===== config.mk =====
export PLATFORM = sky130hd
export DESIGN_NAME = qdr_burst4_sram_cycle_control
export DESIGN_NICKNAME = d
export VERILOG_FILES = /design/src/shared/qdr_pkg.sv /design/src/design/beat_fifo.sv /design/src/design/qdr_burst4_sram_cycle_control.sv
export SDC_FILE = /design/constraint.sdc
export NUM_CORES = 1
export LEC_CHECK = 0
export ABC_AREA = 1
export BUFFER_PORTS_ARGS = -buffer_cell sky130_fd_sc_hd__buf_2
export CORE_ASPECT_RATIO = 1.1
export CORE_MARGIN = 4
export CORE_UTILIZATION = 40
export CTS_CLUSTER_SIZE = 14
export DETAILED_ROUTE_END_ITERATION = 12
export GPL_ROUTABILITY_DRIVEN = 0
export GPL_TIMING_DRIVEN = 0
export HOLD_SLACK_MARGIN = 0.15
export SLEW_MARGIN = 10
export SYNTH_ARGS = -nofsm -noshare
export SYNTH_HDL_FRONTEND = slang
export SYNTH_SLANG_ARGS = --single-unit
export TNS_END_PERCENT = 1

===== constraint.sdc =====
create_clock -name clock -period 14.95 [get_ports clock]
set_clock_uncertainty 0.1 [all_clocks]
set_input_delay 2.2425 -clock clock [delete_from_list [all_inputs] [get_ports clock]]
set_output_delay 2.2425 -clock clock [all_outputs]
set_load 0.01 [all_outputs]

===== src/shared/qdr_pkg.sv =====
// Shared constants, types and carriers for the burst-of-four memory cycle control
package qdr_pkg;
	localparam int ADDR_W            = 21;
	localparam int DATA_W            = 18;
	localparam int CLOCK_PERIOD_NS   = 10;
	localparam int KSTOP_TIME_NS     = 30;
	localparam int KSTOP_CYCLES      = (KSTOP_TIME_NS + CLOCK_PERIOD_NS - 1) / CLOCK_PERIOD_NS;
	localparam int LOCK_CYCLES       = 2048;
	localparam int BURST_LEN         = 4;
	localparam int LAT_DLL_HALVES    = 5;
	localparam int LAT_BYPASS_HALVES = 2;
	localparam int WR_FIRST_HALF     = 2;
	localparam int PIPE_DEPTH        = 8;
	localparam int FIFO_DEPTH        = 16;
	localparam logic [3:0] IDLE_RESET = 4'h0;
	localparam logic [11:0] LOCK_RESET = 12'h000;

	typedef logic [ADDR_W-1:0] addr_t;
	typedef logic [DATA_W-1:0] data_t;

	typedef enum logic [1:0] {
		DLL_RESET   = 2'b00,
		DLL_LOCKING = 2'b01,
		DLL_READY   = 2'b11,
		DLL_BYPASS  = 2'b10
	} dll_state_e;

	typedef struct packed {
		addr_t addr;
		data_t data;
	} beat_s;

	typedef struct packed {
		logic  k;
		logic  read_sel_n;
		logic  write_sel_n;
		logic  dll_off_n;
		addr_t addr;
		data_t d;
	} pins_s;
endpackage


===== src/design/beat_fifo.sv =====
// Valid/ready FIFO with a registered output stage
`timescale 1ns/1ps
`default_nettype none
module beat_fifo #(
	parameter int WIDTH = 39,
	parameter int DEPTH = 16
) (
	input  wire logic             clock,
	input  wire logic             reset_n,
	input  wire logic             in_valid,
	output var  logic             in_ready,
	input  wire logic [WIDTH-1:0] in_data,
	output var  logic             out_valid,
	input  wire logic             out_ready,
	output var  logic [WIDTH-1:0] out_data
);
	localparam int PW = $clog2(DEPTH);

	logic [WIDTH-1:0] mem [DEPTH];
	logic [PW-1:0]    wptr;
	logic [PW-1:0]    rptr;
	logic [PW:0]      count;
	logic [PW:0]      next_count;
	logic             push;
	logic             load;

	assign push = in_valid && in_ready;
	// Output stage refills whenever it is empty or being taken
	assign load = (count != '0) && (!out_valid || out_ready);
	assign next_count = count + (PW+1)'(push) - (PW+1)'(load);

	always_ff @(posedge clock) begin
		if (push) begin
			mem[wptr] <= in_data;
		end
	end

	always_ff @(posedge clock) begin
		if (!reset_n) begin
			wptr     <= '0;
			rptr     <= '0;
			count    <= '0;
			in_ready <= 1'b0;
		end else begin
			if (push) begin
				wptr <= wptr + 1'b1;
			end
			if (load) begin
				rptr <= rptr + 1'b1;
			end
			count    <= next_count;
			// Registered full flag, so the filling side never sees a combinational path.
			// One word sits in the output stage, so the array stops one short of DEPTH
			in_ready <= next_count < (PW+1)'(DEPTH - 1);
		end
	end

	always_ff @(posedge clock) begin
		if (!reset_n) begin
			out_valid <= 1'b0;
			out_data  <= '0;
		end else if (load) begin
			out_valid <= 1'b1;
			out_data  <= mem[rptr];
		end else if (out_ready) begin
			out_valid <= 1'b0;
		end
	end
endmodule
`default_nettype wire


===== src/design/qdr_burst4_sram_cycle_control.sv =====
// Loop lock sequencing, read/write command machines and burst beat timing
`timescale 1ns/1ps
`default_nettype none
// What the document requires
// RULE_01 - Either input clock static for over 30 ns resets the loop for relock.
// RULE_02 - After loop reset, lock over the wait period, then become ready.
// RULE_03 - Rising edge on loop-disable input resets the loop, which then relocks.
// RULE_04 - Controller must reset the loop if disable released before clock stable.
// RULE_05 - Controller must reset the loop after any clock frequency change.
// RULE_06 - Controller must hold all inputs, clocks included, at defined levels at power-on.
// RULE_07 - Burst counter yields start address, then plus one, two and three.
// RULE_08 - Read select low means read active, high means inactive.
// RULE_09 - Write select low means write active, high means inactive.
// RULE_10 - Read and write machines run independently, possibly in the same period.
// RULE_11 - All machine transitions happen on the rising primary clock edge.
// RULE_12 - Read command is sampled on the rising edge starting cycle t.
// RULE_13 - Controller drives write beats at t+2.0, t+2.5, t+3.0, t+3.5 after command; the code takes them at t+1.0, t+1.5, t+2.0, t+2.5.
// RULE_14 - Read beats leave at t+2.5, t+3.0, t+3.5 and t+4.0.
// RULE_15 - No select means no operation and data outputs off; stopped clock holds state.
// RULE_16 - Same-type command on the very next rising edge is ignored.
// RULE_17 - Both selects active right after a no-operation edge: the write is ignored.
// RULE_18 - Loop needs 2048 stable clock cycles after reset to lock.
// RULE_19 - Loop-disable held low bypasses the loop with one-cycle read latency.
module qdr_burst4_sram_cycle_control (
	input  wire logic          clock,
	input  wire logic          reset_n,
	input  wire logic          k_pin,
	input  wire logic          read_sel_n,
	input  wire logic          write_sel_n,
	input  wire logic          dll_off_n,
	input  wire qdr_pkg::addr_t addr_pin,
	input  wire qdr_pkg::data_t d_pin,
	output var  qdr_pkg::data_t q,
	output var  logic          q_oe,
	output var  logic          ready,
	output var  logic          dll_bypass,
	output var  logic          array_rd_req,
	output var  qdr_pkg::addr_t array_rd_addr,
	input  wire qdr_pkg::data_t array_rd_data,
	output var  logic          array_wr_valid,
	input  wire logic          array_wr_ready,
	output var  qdr_pkg::beat_s array_wr,
	output var  logic          write_buffer_ready
);
	import qdr_pkg::*;

	pins_s                  pin_meta;
	pins_s                  pin_sync;
	logic                   k_prev;
	logic                   doff_prev;
	logic                   k_edge;
	logic                   k_rise;
	logic                   k_stopped;
	logic [3:0]             idle_cnt;
	logic [11:0]            lock_cnt;
	dll_state_e             state;
	logic                   op_en;
	logic                   rd_block;
	logic                   wr_block;
	logic                   prev_nop;
	logic                   rd_cmd;
	logic                   wr_cmd;
	logic [PIPE_DEPTH-1:0]  rd_tok;
	logic [PIPE_DEPTH-1:0]  wr_tok;
	addr_t                  rd_apipe [PIPE_DEPTH];
	addr_t                  wr_apipe [PIPE_DEPTH];
	int                     lat;
	logic [2:0]             rd_req_f;
	logic [2:0]             rd_out_f;
	logic [2:0]             wr_f;
	addr_t                  rd_req_addr;
	beat_s                  push_beat;
	logic                   push_valid;
	data_t                  rd_hold;
	logic [1:0]             rd_req_k;
	addr_t                  last_rd_addr;
	logic [3:0]             rd_age;

	// Finds which burst beat, if any, sits in the window starting at stage first
	function automatic logic [2:0] find_beat(input logic [PIPE_DEPTH-1:0] tok, input int first);
		logic [2:0] r;
		r = 3'h0;
		for (int k = 0; k < BURST_LEN; k++) begin
			if (first + k < PIPE_DEPTH && tok[first + k]) begin
				r = {1'b1, 2'(k)};
			end
		end
		return r;
	endfunction

	// Pins come from the far side's timing, so two flops before any logic
	always_ff @(posedge clock) begin
		if (!reset_n) begin
			pin_meta  <= '0;
			pin_sync  <= '0;
			k_prev    <= 1'b0;
			doff_prev <= 1'b0;
		end else begin
			pin_meta  <= '{k: k_pin, read_sel_n: read_sel_n, write_sel_n: write_sel_n,
				dll_off_n: dll_off_n, addr: addr_pin, d: d_pin};
			pin_sync  <= pin_meta;
			k_prev    <= pin_sync.k;
			doff_prev <= pin_sync.dll_off_n;
		end
	end

	assign k_edge    = pin_sync.k != k_prev;
	assign k_rise    = pin_sync.k && !k_prev; // RULE_11
	assign k_stopped = idle_cnt > 4'(KSTOP_CYCLES); // RULE_01

	always_ff @(posedge clock) begin
		if (!reset_n) begin
			idle_cnt <= IDLE_RESET;
		end else if (k_edge) begin
			idle_cnt <= IDLE_RESET;
		end else if (!k_stopped) begin
			idle_cnt <= idle_cnt + 4'h1;
		end
	end

	// Loop sequencing; a disable pin held low overrides everything except reset_n
	always_ff @(posedge clock) begin
		if (!reset_n) begin
			state    <= DLL_RESET;
			lock_cnt <= LOCK_RESET;
		end else if (!pin_sync.dll_off_n) begin
			state <= DLL_BYPASS; // RULE_19
		end else if (k_stopped || !doff_prev) begin
			state    <= DLL_RESET; // RULE_01 RULE_03
			lock_cnt <= LOCK_RESET;
		end else begin
			case (state)
				DLL_RESET: begin
					if (k_rise) begin
						state <= DLL_LOCKING;
					end
				end
				DLL_LOCKING: begin
					if (k_rise) begin
						if (lock_cnt == 12'(LOCK_CYCLES - 1)) begin
							state <= DLL_READY; // RULE_02 RULE_18
						end else begin
							lock_cnt <= lock_cnt + 12'h001;
						end
					end
				end
				DLL_READY: state <= DLL_READY;
				default: state <= DLL_RESET;
			endcase
		end
	end

	assign op_en = (state == DLL_READY) || (state == DLL_BYPASS);

	// Independent machines, both sampled on the rising edge only
	assign rd_cmd = k_rise && op_en && !pin_sync.read_sel_n && !rd_block; // RULE_08 RULE_12 RULE_16
	assign wr_cmd = k_rise && op_en && !pin_sync.write_sel_n && !wr_block // RULE_09 RULE_10
		&& !(prev_nop && !pin_sync.read_sel_n); // RULE_17

	always_ff @(posedge clock) begin
		if (!reset_n) begin
			rd_block <= 1'b0;
			wr_block <= 1'b0;
			prev_nop <= 1'b0;
		end else if (k_rise) begin
			rd_block <= rd_cmd; // RULE_16
			wr_block <= wr_cmd;
			prev_nop <= pin_sync.read_sel_n && pin_sync.write_sel_n;
		end
	end

	// Token pipes advance on every K edge, rising and falling, so a stopped K freezes them
	always_ff @(posedge clock) begin
		if (!reset_n) begin
			rd_tok <= '0;
			wr_tok <= '0;
		end else if (k_edge) begin
			rd_tok <= {rd_tok[PIPE_DEPTH-2:0], rd_cmd}; // RULE_15
			wr_tok <= {wr_tok[PIPE_DEPTH-2:0], wr_cmd};
		end
	end

	always_ff @(posedge clock) begin
		if (k_edge) begin
			rd_apipe[0] <= pin_sync.addr;
			wr_apipe[0] <= pin_sync.addr;
			for (int i = 1; i < PIPE_DEPTH; i++) begin
				rd_apipe[i] <= rd_apipe[i-1];
				wr_apipe[i] <= wr_apipe[i-1];
			end
		end
	end

	always_comb begin
		lat         = (state == DLL_BYPASS) ? LAT_BYPASS_HALVES : LAT_DLL_HALVES; // RULE_19
		rd_req_f    = find_beat(rd_tok, lat - 2);
		rd_out_f    = find_beat(rd_tok, lat - 1); // RULE_14
		wr_f        = find_beat(wr_tok, WR_FIRST_HALF - 1);
		rd_req_addr = rd_apipe[lat - 2 + int'(rd_req_f[1:0])]
			+ ADDR_W'(rd_req_f[1:0]); // RULE_07
		push_beat   = '{addr: wr_apipe[WR_FIRST_HALF - 1 + int'(wr_f[1:0])]
			+ ADDR_W'(wr_f[1:0]), data: pin_sync.d}; // RULE_07
		push_valid  = k_edge && wr_f[2];
	end

	// Array read is fetched one half-cycle ahead so the beat is ready at its edge
	always_ff @(posedge clock) begin
		if (!reset_n) begin
			array_rd_req  <= 1'b0;
			array_rd_addr <= '0;
			rd_req_k      <= 2'h0;
			rd_hold       <= '0;
		end else begin
			array_rd_req <= k_edge && rd_req_f[2];
			if (k_edge && rd_req_f[2]) begin
				array_rd_addr <= rd_req_addr;
				rd_req_k      <= rd_req_f[1:0];
			end
			if (array_rd_req) begin
				rd_hold <= array_rd_data;
			end
		end
	end

	always_ff @(posedge clock) begin
		if (!reset_n) begin
			q    <= '0;
			q_oe <= 1'b0;
		end else if (k_edge) begin
			q_oe <= rd_out_f[2]; // RULE_15
			if (rd_out_f[2]) begin
				q <= rd_hold; // RULE_14
			end
		end
	end

	always_ff @(posedge clock) begin
		if (!reset_n) begin
			ready      <= 1'b0;
			dll_bypass <= 1'b0;
		end else begin
			ready      <= op_en; // RULE_02
			dll_bypass <= state == DLL_BYPASS;
		end
	end

	// A full buffer drops beats: the pins cannot be stalled, so the flag is exported
	beat_fifo #(
		.WIDTH ($bits(beat_s)),
		.DEPTH (FIFO_DEPTH)
	) u_write_buffer (
		.clock     (clock),
		.reset_n   (reset_n),
		.in_valid  (push_valid),
		.in_ready  (write_buffer_ready),
		.in_data   (push_beat),
		.out_valid (array_wr_valid),
		.out_ready (array_wr_ready),
		.out_data  (array_wr)
	);

	// Helper state seen only by the checks below
	always_ff @(posedge clock) begin
		if (!reset_n) begin
			last_rd_addr <= '0;
			rd_age       <= 4'hF;
		end else begin
			if (array_rd_req) begin
				last_rd_addr <= array_rd_addr;
			end
			if (rd_cmd) begin
				rd_age <= 4'h0;
			end else if (k_edge && rd_age != 4'hF) begin
				rd_age <= rd_age + 4'h1;
			end
		end
	end
endmodule
`default_nettype wire


-- After elaboration in Yosys (flattened, before gate mapping)
Memory sizes are Yosys's and may differ from the RTL's. A register that Yosys moved wholly into a read port is not among the register bits.
Index checks and enable logic that the tools add are counted.
- register bits after elaboration: 198
- latch bits: 0
- bits in writable memories: 960
- memory bits (read-only): 0
- input bits: 64
- output and inout bits: 84
- word-level logic and storage cells: 185
- memories: 3
- memories (memory ; words ; bits a word ; rd ports ; clocked after memory_dff ; write ports ; RTL line ; text):
    u_write_buffer.mem ; 16 ; 39 ; 1 ; 1 ; 1 ; beat_fifo.sv:19 ; logic [WIDTH-1:0] mem [DEPTH];
    rd_apipe ; 8 ; 21 ; 8 ; 0 ; 8 ; qdr_burst4_sram_cycle_control.sv:65 ; addr_t rd_apipe [PIPE_DEPTH];
    wr_apipe ; 8 ; 21 ; 8 ; 0 ; 8 ; qdr_burst4_sram_cycle_control.sv:66 ; addr_t wr_apipe [PIPE_DEPTH];
- add/subtract/negate cells: 18
- multipliers: 0
- divide/modulo/power cells: 0
- order comparisons: 18
- equality and inequality tests: 12
- shift operators: 0
- multiplexer cells: 53
- bitwise operators: 2
- reductions and logical operators: 44
- operators with widths (cell ; number):
    32-bit by 5-bit less-than comparator with 1-bit output, second input constant ; 6
    12-bit two-way mux ; 4
    21-bit by 2-bit adder with 21-bit output ; 2
    3-bit two-way mux ; 13
    5-bit less-than comparator, second input constant ; 6
    1-bit binary-select mux with 3-bit select ; 8
    1-bit two-way mux ; 22
    1-bit logical AND ; 21
    4-bit by 3-bit adder with 5-bit output, second input constant ; 4
    4-bit by 5-bit less-than comparator with 1-bit output, second input constant ; 4
    12-bit by 1-bit adder with 12-bit output, second input constant ; 1
    4-bit by 1-bit adder with 4-bit output, second input constant ; 3
    12-bit by 11-bit equality test with 1-bit output, second input constant ; 1
    4-bit != test, second input constant ; 3
    4-bit by 2-bit adder with 5-bit output, second input constant ; 2
    2-bit two-way mux ; 5
    1-bit zero test ; 9
    2-bit != test, second input constant ; 4
    2-bit case mux with 3 select lines ; 1
    3-bit AND reduction ; 2
    2-bit nonzero test ; 3
    5-bit by 1-bit adder with 5-bit output ; 1
    5-bit by 4-bit less-than comparator with 1-bit output, second input constant ; 1
    5-bit nonzero test ; 1
    other kinds (16) ; 20

-- Longest topological paths before layout
Gate-level depths: netlist of run 1.
An unclocked memory read counts as a cell.
- depth in word-level cells: 14
- depth in mapped cells: 28
- gate-level depth less buffers: 25

-- Modules after synthesis
A second synthesis of run 1 with hierarchy kept.
- cells, all modules: 4579
- area, all modules: 44181.1 sq um
- modules (own cells, without submodules) (module ; times used ; cells an instance ; area an instance (sq um) ; seq. area each (sq um)):
    beat_fifo ; 1 ; 2764 ; 28736.3 ; 19819.0
    qdr_burst4_sram_cycle_control ; 1 ; 1815 ; 15444.8 ; 8708.4

-- Least setup slack after synthesis of run 1
OpenSTA, ideal clock, no wires.
- path kind: register to register
- from: reg k_prev
- to: mem u_write_buffer.mem[11][0], enable pin
- setup time: 0.435 ns
- data arrival time: 6.442 ns
- data required time: 14.415 ns
- path slack: 7.972 ns
- cell stages (with the launch flop): 8
- buffers on the path: 0
- period minus slack after synthesis: 6.978 ns
- cells stage by stage: dfxtp_1 -> inv_1 -> ha_1 -> inv_1 -> nand2_1 -> nor2_1 -> nand2_1 -> nor2_1
- longest elaborated chain between the ends: 5
- RTL lines (what ; RTL line ; text):
    start, declared ; qdr_burst4_sram_cycle_control.sv:49 ; logic k_prev;
    start signal, assigned ; qdr_burst4_sram_cycle_control.sv:102 ; k_prev <= pin_sync.k;
    1-bit != test ; qdr_burst4_sram_cycle_control.sv:107 ; assign k_edge = pin_sync.k != k_prev;
    via k_edge ; qdr_burst4_sram_cycle_control.sv:51 ; logic k_edge;
    1-bit logical AND ; qdr_burst4_sram_cycle_control.sv:203 ; push_valid = k_edge && wr_f[2];
    1-bit logical AND ; beat_fifo.sv:27 ; assign push = in_valid && in_ready;
    via u_write_buffer.push ; beat_fifo.sv:24 ; logic push;
    1-bit two-way mux ; beat_fifo.sv:33 ; if (push) begin
    1-bit two-way mux (implied by the code) ; beat_fifo.sv:34 ; mem[wptr] <= in_data;
    end, declared ; beat_fifo.sv:19 ;
The timed path passes the listed nets, and every way through them passes these cells.

==> results.yml, run 1 <==
logic_synthesis:
  avgSynthCellArea_um2: 10.93
  synth_area_leaders: "edfxtp_1 (57%), dfxtp_1 (11%), nor2_1 (7.3%), o21ai_0 (4.1%), nand2_1 (4.1%)"
  synth_compound_area_share_pct: 9.921
  synth_seq_cells: 1029
  syn_nets: 3912
  netlist_area_um2: 41790
  yosys.area_share.adder_pct: 0.7604
  synth_top_area_cell: "edfxtp_1"
  synth_cells: 3825
  yosysMostFrequentCell: "nor2_1"
  ys_warn_count: 0
  synth_mux_area_share_pct: 0
  synthFlopType: "edfxtp_1"
  synth-xor-area-share_pct: 0.5868
  synthArstFlopShare_pct: 0
  synth_edf_count: 792
  synth_top_family_by_area: "simple AND/OR/NAND/NOR gates"
  synth.yosys.seq_area_share_pct: 68.26
  yosysTopAreaCellShare_pct: 56.91
  ys_types: 53
  synthSimpleGateAreaFrac_pct: 15.85
  synth_common_cells: "nor2_1 (810), edfxtp_1 (792), nand2_1 (452)"
clocking:
  clk_latency_ns: 0.70
  cts_buffers: 106
  root_buffer: "clkbuf_16"
  h-tree-depth: 3
  cts_sinks: 1029
  cts_setup_buffers: 0
  path_clk_slew_ns: 0.06
  cts_resized: 0
  cts_buffer_depth: 3
  postCtsHoldBufs: 0
  cts_tree: "yes"
global_routing:
  track_usage_pct: 22.12
  overflow: 0
  grt_pass1_vias: 29030
  grt_pass1_wl_mm: 183.5
  antenna_found_initial: 9
  grt_max_degree: 88
floorplan:
  fp.coreArea_um2: 103800
  start_util_pct: 40.27
  die_y_um: 347.0
  row_count: 124
  die_w_um: 316.2
  die-area_um2: 109700
  num_io_pins: 148
sta:
  setup_tns_ns: 0
  max_slew_margin_pct: 14.31
  slew_viol_final: 0
  tightest_slew_ns: 1.285
  rsz0062_at_grt: "false"
  min_period_over_period_pct: 51.69
  finalSetupViolCount: 0
  hold-worst-slack_ns: 0.2830
  hold_viol: 0
  clock.fmax_ghz: 0.1294
  min_period_ns: 7.728
routing:
  wl_per_cell_um: 22.16
  num_vias: 30160
  vias_per_cell: 5.388
  first_iter_violations: 3267
  ant_nets: 0
  drc: 0
  firstDrtPassIters: 6
  routed_wl_mm: 124.1
power:
  combPwrFrac_pct: 23.7
  ir_drop_mv: 0.08974
  p_clk_share_pct: 34.3
  seqPwrFrac_pct: 42.1
  p_leak_uw: 0.01857
  swShare_pct: 32.44
  power_density_nw_per_um2: 160.3
  net-switching-power_uw: 2536
  p_int_uw: 5282
setup_path:
  path_class: "flop to flop"
  crit_required_ns: 15.17
  worstPathArrival_ns: 7.95
  worstPathMaxFanout: 16
  worst_setup_path_end_kind: "flop"
  critPathLaunchType: "flop"
finish:
  nets: 4200
  syn2layout_area_growth_pct: 16.70
  fin_cells: 5598
  final_util_pct: 46.99
  drive_above_1_share_pct: 11.46
placement:
  port_buffers: 146
  post-dp-hpwl_mm: 85.20
  post-place-cells: 5391
status:
  outcome: "complete, no violations"
hold_path:
  worstHoldPathType: "flop to flop"
run:
  maxCapViolCount: 0
-- through the flow --
step                      cell area [um^2]  power [uW]  setup WS (ns)
final                                48770        7818          7.222
after global routing                 48760        8148          6.714
after CTS                            48720        7849          7.261
after detailed placement             45160        5187          7.317
after global placement               44260        5166          3.998
after floorplan                      41790        4420          7.972
-- per-layer routing --
| metal | GRT usage, % | vias up | wire [um] |
|---|---|---|---|
| met5 | 0 | - | 27 |
| met4 | 8.457 | 4 | 4646 |
| met3 | 3.570 | 240 | 9442 |
| met2 | 36.95 | 1330 | 59460 |
| met1 | 29.04 | 14610 | 50490 |
| li1 | - | 13980 | - |
-- final timing paths --
path	startpoint	end	slack (ns)	cells after the start
setup / recovery	wr_tok[2]	u_write_buffer.mem[10][38]	7.22	25
hold reg to reg	pin_sync[38]	wr_apipe[0][20]	0.28	0
setup reg to reg	wr_tok[2]	u_write_buffer.mem[10][38]	7.22	25
hold / removal	pin_sync[38]	wr_apipe[0][20]	0.28	0
-- state kept, by name (all words and copies together) (netlist names), 5 cells and up --
register	flops
wr_apipe	168
q	18
u_write_buffer.mem	624
rd_tok	8
wr_tok	5
u_write_buffer.out_data	39
rd_hold	18
pin_meta	43
pin_sync	43
u_write_buffer.count	5
lock_cnt	12
array_rd_addr	21
-- cell usage in the layout (no fill, tap or decap), types with 6 or more instances in the layout --
master and count:
nand3_1 276, dfxtp_1 237, nor2_4 20, buf_4 13, clkinv_1 31, nor3_1 8, edfxtp_1 792, o22ai_1 44
a32oi_1 6, buf_8 6, clkinv_2 22, inv_1 225, o32ai_1 167, a31oi_1 8, buf_12 18, buf_1 26
inv_2 13, nand2_1 452, nand2_2 23, a32o_1 9, bufinv_16 7, buf_16 9, xnor2_2 7, buf_2 171
nor2_1 794, o21ai_1 8, xor2_2 7, clkbuf_8 12, clkbuf_16 111, nor2_2 8, buf_6 7, xor2_1 11
clkbuf_1 184, a21oi_1 48, ha_1 19, o21ai_0 340
-- kinds of logic after synthesis --
| group | after synthesis |
|---|---|
| AOI/OAI and AO/OA | 658 |
| xor gates and xnor gates | 28 |
| adders and majority gates | 23 |
| buffers and inverters | 482 |
| DFF | 1029 |
| and+or+nand+nor | 1605 |
-- power by group through the flow --
stage	Combinational, uW	Clock [uW]	Sequential [uW]
after floorplan	1060	0	3360
after global placement	1810	0	3360
after detailed placement	1830	0	3350
after CTS	1840	2710	3290
after global routing	2010	2840	3300
final	1850	2680	3290
-- area by class of cell --
type                            instances  area, um^2
Tap cell                             1386        1734
Clock buffer                          140        3007
Clock inverter                         62       554.3
Multi-Input combinational cell       2314       11560
Antenna cell                            5       12.51
Inverter                              245       927.1
Fill cell                            9504       55020
Timing Repair Buffer                  180        1440
Sequential cell                      1029       28530
Buffer                                237        1015
-- worst max-delay path: stages (launching register included) --
cell and delay [ns]:
dfxtp_1 0.41, inv_2 0.08, o21ai_2 0.31, buf_2 0.32, buf_4 0.24, buf_4 0.22
buf_2 0.25, buf_1 0.40, ha_1 0.21, buf_2 0.20, buf_2 0.28, buf_1 0.47
clkbuf_1 0.52, a21oi_1 0.08, a32o_1 0.24, o21ai_0 0.18, ha_1 0.21, inv_1 0.06
fa_1 0.46, nor3_2 0.35, nand2_2 0.16, nor3_4 0.23, nand2_2 0.10, nor2_2 0.18
nand2_1 0.14, xor2_1 0.91
No activity file was read; power rests on OpenSTA's default activity.
==> run 2, diff against run 1 <==
==> constraint.sdc (replaced) <==
create_clock -name clock -period 6.8 [get_ports clock]
set_clock_uncertainty 0.1 [all_clocks]
set_input_delay 1.02 -clock clock [delete_from_list [all_inputs] [get_ports clock]]
set_output_delay 1.02 -clock clock [all_outputs]
set_load 0.01 [all_outputs]
==> run 2 against run 1 <==
  * Sequential share of layout area barely moved
  * Worst setup slack got worse by 6.9 ns
  * Count of clock-buffer cells in the layout rose by 18
  * Critical path type unchanged
  * Highest routed layer unchanged
  * Critical endpoint unchanged
==> results.yml, run 2 (same netlist as run 1, synthesis figures left out) <==
setup_path:
  path_class: "flop to flop"
  max_stage_delay_ns: 0.49
  r2r_end: "u_write_buffer.mem[10][38]"
  critPathLaunchType: "flop"
  reg2regPathDepth: 25
  worstPathArrival_ns: 6.79
  crit_slowest_cell: "fa_1"
  crit_required_ns: 7.14
  crit_top_cell: "buf_2"
  r2r_setup_slack_ns: 0.35
  endpoint: "u_write_buffer.mem[10][38]"
  rr_startpoint: "wr_tok[2]"
  worstPathMaxFanout: 16
  worst_setup_path_end_kind: "flop"
  startpoint: "wr_tok[2]"
clocking:
  h-tree-depth: 3
  cts_buffer_depth: 3
  cts_setup_buffers: 0
  clk_latency_ns: 0.70
  path_clk_slew_ns: 0.06
  postCtsHoldBufs: 0
  cts_buffers: 107
  root_buffer: "clkbuf_16"
  cts_sinks: 1029
  cts_tree: "yes"
placement:
  port_buffers: 146
  post-place-cells: 5392
  post-dp-hpwl_mm: 84.98
  dpl-instance-area_um2: 45180
floorplan:
  start_util_pct: 40.27
  fp.coreArea_um2: 103800
  die_w_um: 316.2
  row_count: 124
  die_y_um: 347.0
  num_io_pins: 148
  die-area_um2: 109700
global_routing:
  grt_pass1_wl_mm: 184.2
  track_usage_pct: 22.16
  grt_max_degree: 41
  antenna_found_initial: 7
  grt_pass1_vias: 29480
  overflow: 0
sta:
  finalSetupViolCount: 0
  hold_viol: 0
  setup_tns_ns: 0
  tightest_slew_ns: 1.255
  clock.fmax_ghz: 0.1551
  min_period_over_period_pct: 94.81
  slew_viol_final: 0
  rsz0062_at_grt: "false"
  max_slew_margin_pct: 16.03
  hold-worst-slack_ns: 0.3013
  min_period_ns: 6.447
routing:
  drc: 0
  firstDrtPassIters: 8
  vias_per_cell: 5.417
  first_iter_violations: 3654
  num_vias: 30340
  ant_nets: 0
  routed_wl_mm: 123.8
  wl_per_cell_um: 22.11
finish:
  final_cell_mix: "nor2_1 (794), edfxtp_1 (792), nand2_1 (452), o21ai_0 (339), nand3_1 (276)"
  syn2layout_area_growth_pct: 16.68
  largest_reg_flops: 624
  fin_cells: 5600
  regMostFlops: "u_write_buffer.mem"
  final_common_cell: "nor2_1"
  final_area_um2: 48770
  top_regs: "u_write_buffer.mem x624, wr_apipe x168"
  drive_above_1_share_pct: 11.50
  nets: 4202
  fillers: 9542
power:
  p_leak_uw: 0.01855
  ir_drop_mv: 0.1987
  power_density_nw_per_um2: 349.6
run:
  maxCapViolCount: 0
status:
  outcome: "complete, no violations"
hold_path:
  worstHoldPathType: "flop to flop"
run 2: cell types whose count changed in the layout (fill, tap and decap cells not counted), sizes merged:
cell / change
clkinv: -12
clkinvlp: +1
clkbuf: +19
inv: -2
bufinv: -3
diode: -1
run 2: what timing repair did:
item,4_1_cts,5_1_grt
pin swaps,0,0
endpoints found under the setup margin,186,96
resized for setup,13,7
run 2: final cells by class:
cell class	instances	area, um^2	area share [%]
Timing Repair Buffer	181	1464	3.002
Antenna cell	4	10.01	0.02053
Clock inverter	46	396.6	0.8133
Inverter	245	924.6	1.896
Multi-Input combinational cell	2314	11630	23.85
Buffer	237	1025	2.101
Clock buffer	158	3053	6.260
Sequential cell	1029	28530	58.50
Tap cell	1386	1734	3.556
run 2: report_power, final:
| group | switching, uW | internal [uW] |
|---|---|---|
| clock network | 2470 | 3270 |
| registers | 181 | 7050 |
| logic | 2900 | 1180 |
run 2: through the flow:
step / setup WS (ns) / util [%] / total power [uW]
finish: 0.3527 / 46.98 / 17050
global route: 0.01353 / 46.97 / 17790
CTS: 0.1644 / 46.92 / 17110
detailed placement: -0.8428 / 43.53 / 11410
global placement: -1.693 / 42.64 / 11360
floorplan: 1.359 / - / 9714
run 2: routing by layer:
metal | track usage [%] | up-vias | wire length [um]
li1 | - | 13970 | -
met1 | 28.81 | 14710 | 49300
met2 | 37.14 | 1392 | 59670
met3 | 3.659 | 259 | 10130
met4 | 8.772 | 4 | 4670
met5 | 0 | - | 25
run 2: how the worst min path moves through the flow:
stage,from,end,slack [ns],depth (start not counted)
CTS,pin_sync[36],wr_apipe[0][18],0.30,0
floorplan,pin_sync[18],wr_apipe[0][0],0.29,0
global route,pin_sync[31],wr_apipe[0][13],0.31,0
detailed placement,pin_sync[35],wr_apipe[0][17],0.29,0
global placement,pin_sync[24],wr_apipe[0][6],0.29,0
finish,pin_sync[36],wr_apipe[0][18],0.30,0
run 2: critical path, delay by kind of cell, from the launching register on:
family          cells  cell delay, ns
compound gates      4            0.73
xor+xnor            1            0.44
fa+ha+maj           3            0.88
buf+inv            11            2.41
flops               1            0.41
simple gates        6            1.16
